===== src/mpc_pkg.sv =====
// Function
// - Bidir function resets 0010b; 0,1,2,4 meanings
// - Bidir code 7 powers down ADC channels
// - Bidir code 8 switches microphone bias supply
// - Code 9 general input, 10 master clock
// - Code 11 feeds audio serial port data
// - Codes 12, 13 pulse-density data inputs
// - Bidir drive resets 010b; six drive modes
// - Bit 3 of configs reserved, reads zero
// - Output pin function resets 0000b; 0,1,2,4
// - Output drive resets 000b; codes 0,1,3,5
// - General output drives output-value register bit
package mpc_pkg;

  localparam int MPC_AW = 8;
  localparam int MPC_DW = 32;

  // Register indices; byte address is four times the index
  localparam logic [7:0] MPC_IDX_BCFG = 8'h21;
  localparam logic [7:0] MPC_IDX_OCFG = 8'h22;
  localparam logic [7:0] MPC_IDX_VAL  = 8'h29;
  localparam logic [7:0] MPC_IDX_MON  = 8'h2a;
  localparam logic [7:0] MPC_ADDR_BCFG = 8'(MPC_IDX_BCFG * 4);
  localparam logic [7:0] MPC_ADDR_OCFG = 8'(MPC_IDX_OCFG * 4);
  localparam logic [7:0] MPC_ADDR_VAL  = 8'(MPC_IDX_VAL * 4);
  localparam logic [7:0] MPC_ADDR_MON  = 8'(MPC_IDX_MON * 4);

  // Field positions
  localparam int MPC_FN_MSB  = 7;
  localparam int MPC_FN_LSB  = 4;
  localparam int MPC_RSV_BIT = 3;
  localparam int MPC_DRV_MSB = 2;
  localparam int MPC_BVAL_BIT = 7;
  localparam int MPC_OVAL_BIT = 6;
  localparam int MPC_MON_BIT  = 7;

  // Reset values
  localparam logic [7:0] MPC_BCFG_RST = 8'h22;
  localparam logic [7:0] MPC_OCFG_RST = 8'h00;

  // Function codes
  localparam logic [3:0] FN_OFF     = 4'h0;
  localparam logic [3:0] FN_GEN_OUT = 4'h1;
  localparam logic [3:0] FN_IRQ     = 4'h2;
  localparam logic [3:0] FN_PDMCK   = 4'h4;
  localparam logic [3:0] FN_PWRDN   = 4'h7;
  localparam logic [3:0] FN_BIAS    = 4'h8;
  localparam logic [3:0] FN_GEN_IN  = 4'h9;
  localparam logic [3:0] FN_MCLK    = 4'ha;
  localparam logic [3:0] FN_SER_IN  = 4'hb;
  localparam logic [3:0] FN_PDMA    = 4'hc;
  localparam logic [3:0] FN_PDMB    = 4'hd;

  // Drive codes
  localparam logic [2:0] DRV_HIZ  = 3'h0;
  localparam logic [2:0] DRV_PP   = 3'h1;
  localparam logic [2:0] DRV_SLWH = 3'h2;
  localparam logic [2:0] DRV_SLZH = 3'h3;
  localparam logic [2:0] DRV_WLSH = 3'h4;
  localparam logic [2:0] DRV_ZLSH = 3'h5;

  localparam logic [1:0] MPC_RESP_OKAY   = 2'h0;
  localparam logic [1:0] MPC_RESP_SLVERR = 2'h2;

  typedef struct packed {
    logic              awvalid;
    logic [MPC_AW-1:0] awaddr;
    logic              wvalid;
    logic [MPC_DW-1:0] wdata;
    logic [3:0]        wstrb;
    logic              bready;
    logic              arvalid;
    logic [MPC_AW-1:0] araddr;
    logic              rready;
  } mpc_axi_req_t;

  typedef struct packed {
    logic              awready;
    logic              wready;
    logic              bvalid;
    logic [1:0]        bresp;
    logic              arready;
    logic              rvalid;
    logic [MPC_DW-1:0] rdata;
    logic [1:0]        rresp;
  } mpc_axi_rsp_t;

  typedef struct packed {
    logic bout;
    logic boe;
    logic bweak;
    logic oout;
    logic ooe;
  } mpc_pins_t;

  typedef struct packed {
    logic pwrdn;
    logic bias;
    logic gen_in;
    logic mclk;
    logic ser_in;
    logic pdma;
    logic pdmb;
  } mpc_route_t;

  typedef struct packed {
    logic              aw_got;
    logic [MPC_AW-1:0] aw_addr;
    logic              w_got;
    logic [7:0]        w_data;
    logic              w_en;
    mpc_axi_rsp_t      rsp;
    logic [7:0]        bcfg;
    logic [7:0]        ocfg;
    logic              bval;
    logic              oval;
    logic [1:0]        bsync;
    mpc_pins_t         pins;
    mpc_route_t        route;
  } mpc_state_t;

endpackage : mpc_pkg


===== src/mpc_top.sv =====
// The AXI4-Lite interface to the registers was left to the implementer.
`timescale 1ns/1ps
module mpc_top (
  input  wire logic                  I_REF_CLK,
  input  wire logic                  I_SRST,
  input  wire logic                  I_CE,
  input  wire mpc_pkg::mpc_axi_req_t I_AXI,
  output mpc_pkg::mpc_axi_rsp_t      O_AXI,
  input  wire logic                  I_BIDIR_IN,
  input  wire logic                  I_IRQ,
  input  wire logic                  I_PDM_CLK,
  output logic                       O_BIDIR_OUT,
  output logic                       O_BIDIR_OE,
  output logic                       O_BIDIR_WEAK,
  output logic                       O_OUT_OUT,
  output logic                       O_OUT_OE,
  output logic                       O_ADC_PWRDN,
  output logic                       O_BIAS_EN,
  output logic                       O_GEN_IN,
  output logic                       O_MCLK,
  output logic                       O_SER_IN,
  output logic                       O_PDM_DIN_A,
  output logic                       O_PDM_DIN_B
);
  import mpc_pkg::*;

  mpc_state_t q;
  mpc_state_t d;

  logic [3:0] bfn;
  logic [2:0] bdrv;
  logic [3:0] ofn;
  logic [2:0] odrv;

  assign bfn  = q.bcfg[MPC_FN_MSB:MPC_FN_LSB];
  assign bdrv = q.bcfg[MPC_DRV_MSB:0];
  assign ofn  = q.ocfg[MPC_FN_MSB:MPC_FN_LSB];
  assign odrv = q.ocfg[MPC_DRV_MSB:0];

  // Output source per function: {enable, value}
  function automatic logic [1:0] src_value(input logic [3:0] fn, input logic out_val,
                                           input logic irq, input logic pdm_clk);
    logic [1:0] r;
    r = 2'h0;
    case (fn)
      FN_GEN_OUT: r = {1'b1, out_val};
      FN_IRQ:   r = {1'b1, irq};
      FN_PDMCK: r = {1'b1, pdm_clk};
      default:  r = 2'h0;
    endcase
    return r;
  endfunction : src_value

  // Pad control per drive mode: {oe, out, weak}
  function automatic logic [2:0] drive_pin(input logic [2:0] drv, input logic v,
                                           input logic en);
    logic [2:0] r;
    r = 3'h0;
    if (en) begin
      case (drv)
        DRV_PP:   r = {1'b1, v, 1'b0};
        DRV_SLWH: r = {1'b1, v, v};
        DRV_SLZH: r = v ? 3'h0 : {1'b1, 1'b0, 1'b0};
        DRV_WLSH: r = {1'b1, v, ~v};
        DRV_ZLSH: r = v ? {1'b1, 1'b1, 1'b0} : 3'h0;
        default:  r = 3'h0;
      endcase
    end
    return r;
  endfunction : drive_pin

  function automatic logic addr_known(input logic [MPC_AW-1:0] a);
    return (a == MPC_ADDR_BCFG) || (a == MPC_ADDR_OCFG) ||
           (a == MPC_ADDR_VAL) || (a == MPC_ADDR_MON);
  endfunction : addr_known

  logic [1:0] bsrc;
  logic [1:0] osrc;
  logic [2:0] bpad;
  logic [2:0] opad;
  logic [2:0] odrv_ok;

  always_comb begin
    d = q;

    // Write address and data are taken independently
    if (I_AXI.awvalid && q.rsp.awready) begin
      d.aw_got  = 1'b1;
      d.aw_addr = I_AXI.awaddr;
    end
    if (I_AXI.wvalid && q.rsp.wready) begin
      d.w_got  = 1'b1;
      d.w_data = I_AXI.wdata[7:0];
      d.w_en   = I_AXI.wstrb[0];
    end
    if (q.rsp.bvalid && I_AXI.bready) begin
      d.rsp.bvalid = 1'b0;
    end
    if (q.aw_got && q.w_got && !q.rsp.bvalid) begin
      d.aw_got     = 1'b0;
      d.w_got      = 1'b0;
      d.rsp.bvalid = 1'b1;
      d.rsp.bresp  = addr_known(q.aw_addr) ? MPC_RESP_OKAY : MPC_RESP_SLVERR;
      if (q.w_en) begin
        case (q.aw_addr)
          MPC_ADDR_BCFG: begin
            d.bcfg              = q.w_data;
            d.bcfg[MPC_RSV_BIT] = 1'b0;
          end
          MPC_ADDR_OCFG: begin
            d.ocfg              = q.w_data;
            d.ocfg[MPC_RSV_BIT] = 1'b0;
          end
          MPC_ADDR_VAL: begin
            d.bval = q.w_data[MPC_BVAL_BIT];
            d.oval = q.w_data[MPC_OVAL_BIT];
          end
          default: begin
            d.bval = q.bval;
          end
        endcase
      end
    end
    d.rsp.awready = !d.aw_got && !d.rsp.bvalid;
    d.rsp.wready  = !d.w_got && !d.rsp.bvalid;

    // Read channel, one outstanding read
    if (q.rsp.rvalid && I_AXI.rready) begin
      d.rsp.rvalid = 1'b0;
    end
    if (I_AXI.arvalid && q.rsp.arready) begin
      d.rsp.rvalid = 1'b1;
      d.rsp.rresp  = addr_known(I_AXI.araddr) ? MPC_RESP_OKAY : MPC_RESP_SLVERR;
      case (I_AXI.araddr)
        MPC_ADDR_BCFG: d.rsp.rdata = {24'h0, q.bcfg};
        MPC_ADDR_OCFG: d.rsp.rdata = {24'h0, q.ocfg};
        MPC_ADDR_VAL:  d.rsp.rdata = {24'h0, q.bval, q.oval, 6'h0};
        MPC_ADDR_MON:  d.rsp.rdata = {24'h0, q.route.gen_in, 7'h0};
        default:       d.rsp.rdata = 32'h0;
      endcase
    end
    d.rsp.arready = !d.rsp.rvalid;

    // Pin level into the clock domain
    d.bsync = {q.bsync[0], I_BIDIR_IN};

    // Input functions of the bidirectional pin
    d.route.pwrdn = (bfn == FN_PWRDN) && q.bsync[1];
    d.route.bias  = (bfn == FN_BIAS) && q.bsync[1];
    d.route.gen_in = (bfn == FN_GEN_IN) && q.bsync[1];
    d.route.mclk  = (bfn == FN_MCLK) && q.bsync[1];
    d.route.ser_in = (bfn == FN_SER_IN) && q.bsync[1];
    d.route.pdma  = (bfn == FN_PDMA) && q.bsync[1];
    d.route.pdmb  = (bfn == FN_PDMB) && q.bsync[1];

    // Output functions; other codes leave the driver off
    bsrc = src_value(bfn, q.bval, I_IRQ, I_PDM_CLK);
    osrc = src_value(ofn, q.oval, I_IRQ, I_PDM_CLK);
    bpad = drive_pin(bdrv, bsrc[0], bsrc[1]);
    // Output pin lacks the weak drive modes
    odrv_ok = ((odrv == DRV_SLWH) || (odrv == DRV_WLSH)) ? DRV_HIZ : odrv;
    opad = drive_pin(odrv_ok, osrc[0], osrc[1]);
    d.pins.boe   = bpad[2];
    d.pins.bout  = bpad[1];
    d.pins.bweak = bpad[0];
    d.pins.ooe   = opad[2];
    d.pins.oout  = opad[1];
  end

  always_ff @(posedge I_REF_CLK) begin
    if (I_SRST) begin
      q      <= '0;
      q.bcfg <= MPC_BCFG_RST;
      q.ocfg <= MPC_OCFG_RST;
    end else if (I_CE) begin
      q <= d;
    end
  end

  assign O_AXI        = q.rsp;
  assign O_BIDIR_OUT  = q.pins.bout;
  assign O_BIDIR_OE   = q.pins.boe;
  assign O_BIDIR_WEAK = q.pins.bweak;
  assign O_OUT_OUT    = q.pins.oout;
  assign O_OUT_OE     = q.pins.ooe;
  assign O_ADC_PWRDN  = q.route.pwrdn;
  assign O_BIAS_EN    = q.route.bias;
  assign O_GEN_IN     = q.route.gen_in;
  assign O_MCLK       = q.route.mclk;
  assign O_SER_IN     = q.route.ser_in;
  assign O_PDM_DIN_A  = q.route.pdma;
  assign O_PDM_DIN_B  = q.route.pdmb;

  // Checks
  property p_bcfg_rst;
    @(posedge I_REF_CLK) $fell(I_SRST) |-> (q.bcfg == MPC_BCFG_RST) && (q.ocfg == MPC_OCFG_RST);
  endproperty
  a_bcfg_rst: assert property (p_bcfg_rst) else $error("config reset value wrong");

  property p_irq_out;
    @(posedge I_REF_CLK) disable iff (I_SRST)
      I_CE && (bfn == FN_IRQ) && (bdrv == DRV_PP) |=> O_BIDIR_OE && (O_BIDIR_OUT == $past(I_IRQ));
  endproperty
  a_irq_out: assert property (p_irq_out) else $error("interrupt not on bidir pin");

  property p_pwrdn;
    @(posedge I_REF_CLK) disable iff (I_SRST)
      I_CE && (bfn == FN_PWRDN) |=> (O_ADC_PWRDN == $past(q.bsync[1])) && !O_BIAS_EN;
  endproperty
  a_pwrdn: assert property (p_pwrdn) else $error("power-down not routed");

  property p_bias;
    @(posedge I_REF_CLK) disable iff (I_SRST)
      I_CE && (bfn == FN_BIAS) |=> (O_BIAS_EN == $past(q.bsync[1])) && !O_ADC_PWRDN;
  endproperty
  a_bias: assert property (p_bias) else $error("bias enable not routed");

  property p_gen_in;
    @(posedge I_REF_CLK) disable iff (I_SRST)
      I_CE && (bfn == FN_GEN_IN) |=> (O_GEN_IN == $past(q.bsync[1])) && !O_MCLK;
  endproperty
  a_gen_in: assert property (p_gen_in) else $error("general input not routed");

  property p_ser_in;
    @(posedge I_REF_CLK) disable iff (I_SRST)
      I_CE && (bfn == FN_SER_IN) |=> (O_SER_IN == $past(q.bsync[1])) && !O_GEN_IN;
  endproperty
  a_ser_in: assert property (p_ser_in) else $error("serial input not routed");

  property p_pdm;
    @(posedge I_REF_CLK) disable iff (I_SRST)
      I_CE && (bfn == FN_PDMB) |=> (O_PDM_DIN_B == $past(q.bsync[1])) && !O_PDM_DIN_A;
  endproperty
  a_pdm: assert property (p_pdm) else $error("pulse-density data not routed");

  property p_open_drain;
    @(posedge I_REF_CLK) disable iff (I_SRST)
      I_CE && (bfn == FN_GEN_OUT) && (bdrv == DRV_SLZH) && q.bval |=> !O_BIDIR_OE;
  endproperty
  a_open_drain: assert property (p_open_drain) else $error("released high still driven");

  property p_rsv_zero;
    @(posedge I_REF_CLK) disable iff (I_SRST)
      q.rsp.rvalid && (q.rsp.rresp == MPC_RESP_OKAY) |-> (q.rsp.rdata[MPC_RSV_BIT] == 1'b0);
  endproperty
  a_rsv_zero: assert property (p_rsv_zero) else $error("reserved bit reads one");

  property p_out_gen;
    @(posedge I_REF_CLK) disable iff (I_SRST)
      I_CE && (ofn == FN_GEN_OUT) && (odrv == DRV_PP) |=>
        O_OUT_OE && (O_OUT_OUT == $past(q.oval));
  endproperty
  a_out_gen: assert property (p_out_gen) else $error("output pin value wrong");

  property p_out_rsv_drv;
    @(posedge I_REF_CLK) disable iff (I_SRST)
      I_CE && (odrv == DRV_WLSH) |=> !O_OUT_OE;
  endproperty
  a_out_rsv_drv: assert property (p_out_rsv_drv) else $error("reserved drive enabled");

  property p_bidir_gen;
    @(posedge I_REF_CLK) disable iff (I_SRST)
      I_CE && (bfn == FN_GEN_OUT) && (bdrv == DRV_PP) |=> O_BIDIR_OUT == $past(q.bval);
  endproperty
  a_bidir_gen: assert property (p_bidir_gen) else $error("bidir output value wrong");

  property p_input_hiz;
    @(posedge I_REF_CLK) disable iff (I_SRST)
      I_CE && ((bfn == FN_OFF) || (bfn >= FN_PWRDN)) |=> !O_BIDIR_OE;
  endproperty
  a_input_hiz: assert property (p_input_hiz) else $error("input pin driven");

  property p_mclk;
    @(posedge I_REF_CLK) disable iff (I_SRST)
      I_CE && (bfn == FN_MCLK) |=> (O_MCLK == $past(q.bsync[1])) && !O_SER_IN;
  endproperty
  a_mclk: assert property (p_mclk) else $error("master clock not routed");

  property p_pdma;
    @(posedge I_REF_CLK) disable iff (I_SRST)
      I_CE && (bfn == FN_PDMA) |=> (O_PDM_DIN_A == $past(q.bsync[1])) && !O_PDM_DIN_B;
  endproperty
  a_pdma: assert property (p_pdma) else $error("first pulse-density input not routed");

  property p_route_off;
    @(posedge I_REF_CLK) disable iff (I_SRST)
      I_CE && (bfn < FN_PWRDN) |=> (q.route == '0);
  endproperty
  a_route_off: assert property (p_route_off) else $error("input route active");

  property p_pulse_density_clock_out_out;
    @(posedge I_REF_CLK) disable iff (I_SRST)
      I_CE && (bfn == FN_PDMCK) && (bdrv == DRV_PP) |=>
        O_BIDIR_OE && (O_BIDIR_OUT == $past(I_PDM_CLK));
  endproperty
  a_pulse_density_clock_out_out: assert property (p_pulse_density_clock_out_out) else $error("clock not on bidir pin");

  property p_weak_high;
    @(posedge I_REF_CLK) disable iff (I_SRST)
      I_CE && (bfn == FN_GEN_OUT) && (bdrv == DRV_SLWH) |=>
        O_BIDIR_OE && (O_BIDIR_WEAK == O_BIDIR_OUT);
  endproperty
  a_weak_high: assert property (p_weak_high) else $error("weak high drive wrong");

  property p_weak_low;
    @(posedge I_REF_CLK) disable iff (I_SRST)
      I_CE && (bfn == FN_GEN_OUT) && (bdrv == DRV_WLSH) |=>
        O_BIDIR_OE && (O_BIDIR_WEAK != O_BIDIR_OUT);
  endproperty
  a_weak_low: assert property (p_weak_low) else $error("weak low drive wrong");

  property p_hiz_drv;
    @(posedge I_REF_CLK) disable iff (I_SRST)
      I_CE && (bdrv == DRV_HIZ) |=> !O_BIDIR_OE;
  endproperty
  a_hiz_drv: assert property (p_hiz_drv) else $error("high impedance drive enabled");

  property p_out_off;
    @(posedge I_REF_CLK) disable iff (I_SRST)
      I_CE && (ofn == FN_OFF) |=> !O_OUT_OE;
  endproperty
  a_out_off: assert property (p_out_off) else $error("disabled output pin driven");

  property p_out_zlsh;
    @(posedge I_REF_CLK) disable iff (I_SRST)
      I_CE && (ofn == FN_GEN_OUT) && (odrv == DRV_ZLSH) && !q.oval |=> !O_OUT_OE;
  endproperty
  a_out_zlsh: assert property (p_out_zlsh) else $error("released low still driven");

  property p_out_rsv_fn;
    @(posedge I_REF_CLK) disable iff (I_SRST)
      I_CE && (ofn > FN_PDMCK) |=> !O_OUT_OE;
  endproperty
  a_out_rsv_fn: assert property (p_out_rsv_fn) else $error("reserved function driven");

  property p_cfg_rsv;
    @(posedge I_REF_CLK) disable iff (I_SRST)
      !q.bcfg[MPC_RSV_BIT] && !q.ocfg[MPC_RSV_BIT];
  endproperty
  a_cfg_rsv: assert property (p_cfg_rsv) else $error("reserved config bit set");

  c_write: cover property (@(posedge I_REF_CLK) q.rsp.bvalid && I_AXI.bready);
  c_read: cover property (@(posedge I_REF_CLK) q.rsp.rvalid && I_AXI.rready);
  c_weak: cover property (@(posedge I_REF_CLK) O_BIDIR_OE && O_BIDIR_WEAK);
  c_pulse_density_clock_out: cover property (@(posedge I_REF_CLK) (ofn == FN_PDMCK) && O_OUT_OE);
  c_gen_in: cover property (@(posedge I_REF_CLK) (bfn == FN_GEN_IN) && O_GEN_IN);

endmodule : mpc_top


===== config.mk =====
export PLATFORM = sky130hd
export DESIGN_NAME = mpc_top
export DESIGN_NICKNAME = d
export VERILOG_FILES = /design/src/mpc_pkg.sv /design/src/mpc_top.sv
export SDC_FILE = /design/constraint.sdc
export NUM_CORES = 1
export LEC_CHECK = 0
export BUFFER_PORTS_ARGS = -buffer_cell sky130_fd_sc_hd__buf_2
export CAP_MARGIN = 20
export CORE_ASPECT_RATIO = 0.9
export CORE_MARGIN = 8
export CORE_UTILIZATION = 49
export CTS_CLUSTER_SIZE = 14
export DETAILED_ROUTE_END_ITERATION = 10
export HOLD_SLACK_MARGIN = 0.03
export PLACE_DENSITY = 0.92
export SETUP_SLACK_MARGIN = 0.4
export SLEW_MARGIN = 20
export SYNTH_ARGS = -nofsm -noshare
export SYNTH_HDL_FRONTEND = slang
export SYNTH_SLANG_ARGS = --single-unit

===== constraint.sdc =====
create_clock -name I_REF_CLK -period 1.9 [get_ports I_REF_CLK]
set_input_delay 0.19 -clock I_REF_CLK [delete_from_list [all_inputs] [get_ports I_REF_CLK]]
set_output_delay 0.19 -clock I_REF_CLK [all_outputs]
set_load 0.02 [all_outputs]

# Word level (Yosys, flattened, before mapping)
# Index checks and enable logic that the tools add are counted.
[op_classes]
n_bitwise = 2
mux = 22
n_eq_ne = 33
n_reduce_logical = 35
[op_table]
columns = ["op", "n"]
rows = [
  ["== test 8 bit (second input constant)", 8],
  ["two-way mux 35 bit", 1],
  ["one-hot mux 8 bit (4 select lines)", 1],
  ["one-hot mux 3 bit (5 select lines)", 2],
  ["== test 4 bit (second input constant)", 6],
  ["two-way mux 3 bit", 8],
  ["logical AND 1 bit", 16],
  ["== test 3 x 2 -> 1 bit (second input constant)", 5],
  ["== test 3 bit (second input constant)", 5],
  ["== test 4 x 3 -> 1 bit (second input constant)", 3],
  ["one-hot mux 2 bit (3 select lines)", 2],
  ["AND reduction 4 bit", 3],
  ["two-way mux 10 bit", 1],
  ["two-way mux 9 bit", 1],
  ["== test 4 x 1 -> 1 bit (second input constant)", 2],
  ["== test 4 x 2 -> 1 bit (second input constant)", 2],
  ["AND reduction 2 bit", 4],
  ["logical OR 1 bit", 7],
  ["== test 3 x 1 -> 1 bit (second input constant)", 2],
  ["zero test 1 bit", 5],
  ["two-way mux 1 bit", 4],
  ["two-way mux 2 bit", 2],
  ["NOT 1 bit", 2],
]
[totals]
register_bits = 90
elab_cells = 122

# Depth between registers and ports, before layout
[logic_depth]
word_depth = 8
depth_mapped = 7
mapped_depth_nobuf = 5

# Worst setup path before layout
# No wires, ideal clock.
[synth_path]
path_kind = "register to register"
startpoint = "reg q[87] (netlist bit)"
endpoint = "reg q (netlist bit bfn[1])"
arrival_time_ns = 1.475
period_less_slack_ns = 1.592
setup_slack_ns = 0.308
path_buffers = 1
required_time_ns = 1.782
path_stages_with_launch = 7
setup_time_ns = 0.118
cell_sequence = "dfxtp_1 -> nor4_4 -> nand4_4 -> nor4b_4 -> buf_6 -> mux2i_1 -> nand2_1"
[synth_via]
elab_chain_cells = 2
[synth_rtl]
columns = ["item", "line", "rtl"]
rows = [
  ["from (decl)", "mpc_top.sv:27", "mpc_state_t q;"],
  ["== test 8 bit", "mpc_top.sv:105", "case (q.aw_addr)"],
  ["AND reduction 4 bit (no line)", "-", ""],
]
# Every way passes these cells.
# A chain may end at the register's enable or synchronous reset.

# Final worst setup path
[layout_path]
startpoint = "reg q[84] (netlist bit)"
endpoint = "reg q (netlist bit odrv[2])"
# The elaborated chain is that of the path after synthesis.

==> impl_metrics.env <==
export IMPL_outcome="complete, no violations"
export IMPL_p_sw_uw=670.4
export IMPL_vias=2468
export IMPL_hold_buffers=0
export IMPL_crit_type="register to register"
export IMPL_fin_nets=465
export IMPL_slowest_delay_ns=0.35
export IMPL_final_cell_area_um2=3458
export IMPL_cp_start_kind="register"
export IMPL_wl_per_cell_um=14.37
export IMPL_worst_slack_ns=0.2282
export IMPL_synth_distinct_cells=44
export IMPL_grt_setup_unrepaired="true"
export IMPL_finalCritPeriodShare_pct=87.99
export IMPL_fillers=529
export IMPL_synth_main_ff_cell="dfxtp_1"
export IMPL_worst_path_max_delay_cell="nor4_4"
export IMPL_tns_ns=0
export IMPL_initial_core_util_pct=49.90
export IMPL_clock_fmax_mhz=598.2
export IMPL_die_h_um=90.24
export IMPL_synth_edf_count=0
export IMPL_grt_ovfl_total=0
export IMPL_power_frac_seq_pct=50.7
export IMPL_cell_internal_pwr_mw=1.973
export IMPL_area_growth_pct=15.26
export IMPL_clk_path_buf_depth=2
export IMPL_num_rows=27
export IMPL_p_comb_share_pct=8.7
export IMPL_dp_cells=458
export IMPL_ir_worst_vdd_mv=0.3670
export IMPL_drt_pass1_iter_count=4
export IMPL_final_core_util_pct=57.51
export IMPL_tightest_slew_ns=0.5634
export IMPL_arrival_ns=1.87
export IMPL_io_buffers=60
export IMPL_ys_seq_elements=62
export IMPL_drt_iter0_drc=158
export IMPL_final_cells=479
export IMPL_cts_htree_levels=3
export IMPL_switching_share_pct=25.36
export IMPL_grt_antenna_before_repair=0
export IMPL_ys_warn_count=0
export IMPL_die_width_um=98.49
export IMPL_critPathCaptureType="register"
export IMPL_routed_wl_mm=6.884
export IMPL_syn_inst=350
export IMPL_slew_headroom_pct=62.44
export IMPL_clkPwrFrac_pct=40.6
export IMPL_power_total_mw=2.643
export IMPL_drv_cap=0
export IMPL_synth_seq_area_share_pct=41.37
export IMPL_finalSetupViolCount=0
export IMPL_boundaryPins=116
export IMPL_track_usage_pct=15.61
export IMPL_place_congestion=0.8115
export IMPL_final_seq_area_um2=1256
export IMPL_path_clk_slew_ns=0.07
export IMPL_crit_chain="nor4_4 > nand4_4 > nor4b_4 > buf_6 > mux2i_1 > nor2_1"
export IMPL_ant_nets=0
export IMPL_p_leak_nw=1.475
export IMPL_via_per_inst=5.152
export IMPL_drive_above_1_share_pct=27.76
export IMPL_hold_violations=0
export IMPL_synthArstFlopShare_pct=0
export IMPL_drc=0
export IMPL_power_density_nw_per_um2=764.2
export IMPL_min_period_ns=1.672
export IMPL_hp_class="primary input to register"
export IMPL_grt_pass1_vias=2453
export IMPL_cp_max_fo=7
export IMPL_placed_cell_area_um2=3174
export IMPL_avgSynthCellArea_um2=8.573
export IMPL_slew_viol_final=0
export IMPL_cts_tree="yes"
export IMPL_root_buffer="clkbuf_8"
export IMPL_crit_required_ns=2.10
export IMPL_dp_slack_ns=0.1776
export IMPL_grt_max_degree=31
export IMPL_clk_latency_ns=0.33
export IMPL_hpwlAfterDp_mm=5.154
export IMPL_numCtsBuffers=9
export IMPL_fin_skew_ns=0.008597
export IMPL_die_area_um2=8887
export IMPL_diodes=0
export IMPL_netlist_area_um2=3000
export IMPL_core_um2=6013
export IMPL_clock_sinks=62
export IMPL_holdWs_ns=0.07985
export IMPL_grt_first_pass_wirelength_mm=11.45
export IMPL_multi_input_area_um2=1479
[critical path: cells and delay by family (launching register included)]
kind / cells / cell delay, ns
buffers and inverters: 1 / 0.18
muxes: 1 / 0.19
and+or+nand+nor: 4 / 0.83
DFF: 1 / 0.33
[metal layers]
layer | vias to the layer above | wire [um] | global-route usage, % | part of all wire (%)
met5 | - | 0 | 0 | 0
met2 | 74 | 3397 | 26.05 | 49
met4 | 0 | 77 | 5.619 | 1.1
met1 | 1138 | 2850 | 16.74 | 41
li1 | 1247 | - | - | -
met3 | 9 | 559 | 7.550 | 8.1
[power groups by stage]
stage	registers [mW]	clock network (mW)	logic [mW]
global route	1.34	1.16	0.252
CTS	1.34	1.09	0.227
floorplan	1.37	0	0.197
finish	1.34	1.07	0.231
global placement	1.37	0	0.218
detailed placement	1.37	0	0.223
[area by class of cell]
cell class              count  share of cell area (%)
clock buffers              13                   4.884
clock inverters             3                  0.5065
inverters                   7                  0.7598
multi-input cells         247                   42.76
flip-flops and latches     62                   36.32
well taps                  72                   2.605
repair buffers             75                   12.16
[synthesized netlist by cell type, types with 2 or more instances]
master    number  area [um2]
nor3b_1        2       15.01
nor4_1         2       12.51
o211a_1        2       20.02
inv_1          7       26.28
nand3b_1       3       22.52
mux2_2         3       33.78
nor2_1        37       138.9
mux2i_1       19       190.2
xor2_1         3       26.28
clkbuf_1      12       45.04
nand2_1       51       191.4
buf_4         43       322.8
dfxtp_1       62        1241
and3_1         2       12.51
a22o_1         5       43.79
o21a_1         3       22.52
nand4_1        6       37.54
o21ai_0       12       60.06
a32oi_1        2       17.52
a22oi_1       10       75.07
and2_1         2       12.51
a21oi_1       30       150.1
a211oi_1       2       15.01
nand3_1        5       25.02
buf_2          3       15.01
nor2b_1        4       25.02
[registers in the layout (all words and copies together) (netlist names), 3 cells and up]
name and flops:
O_AXI 14, bfn 4, bdrv 3, ofn 4, odrv 3, q 21
[worst paths after layout]
kind / cells after the start / start / slack, ns / to
min: 3 / I_AXI[49] / 0.08 / q[84]$_SDFFE_PP0P_
max reg2reg: 6 / q[84]$_SDFFE_PP0P_ / 0.23 / odrv[2]$_SDFFE_PP0P_
max: 6 / q[84]$_SDFFE_PP0P_ / 0.23 / odrv[2]$_SDFFE_PP0P_
min reg2reg: 2 / O_AXI[8]$_SDFFE_PP0P_ / 0.45 / O_AXI[8]$_SDFFE_PP0P_
[placed cells by master, fill, tap and decap left out, types with 5 or more instances in the layout]
master    instances
dfxtp_1          54
buf_4            13
nand2_1          50
buf_2            60
o21ai_0           9
inv_1             7
clkbuf_8         12
a22o_1            5
nor2_1           36
conb_1           27
a21oi_1          30
a22oi_1           9
nand3_1           5
dfxtp_2           6
nand4_1           6
mux2i_1          19
[cells by family after synthesis]
family,after synthesis,synth area share (%)
other,1,0.1250
AOI/OAI and AO/OA,72,15.43
DFF,62,41.37
buffers and inverters,67,14.14
xor gates and xnor gates,4,1.168
and+or+nand+nor,122,20.31
muxes,22,7.464
[repair_timing]
item                       CTS  global route
setup buffers                2             3
pin swaps                    5             5
setup endpoints to repair   16            20
resized for setup           11            11
(Power assumes the default switching activity.)
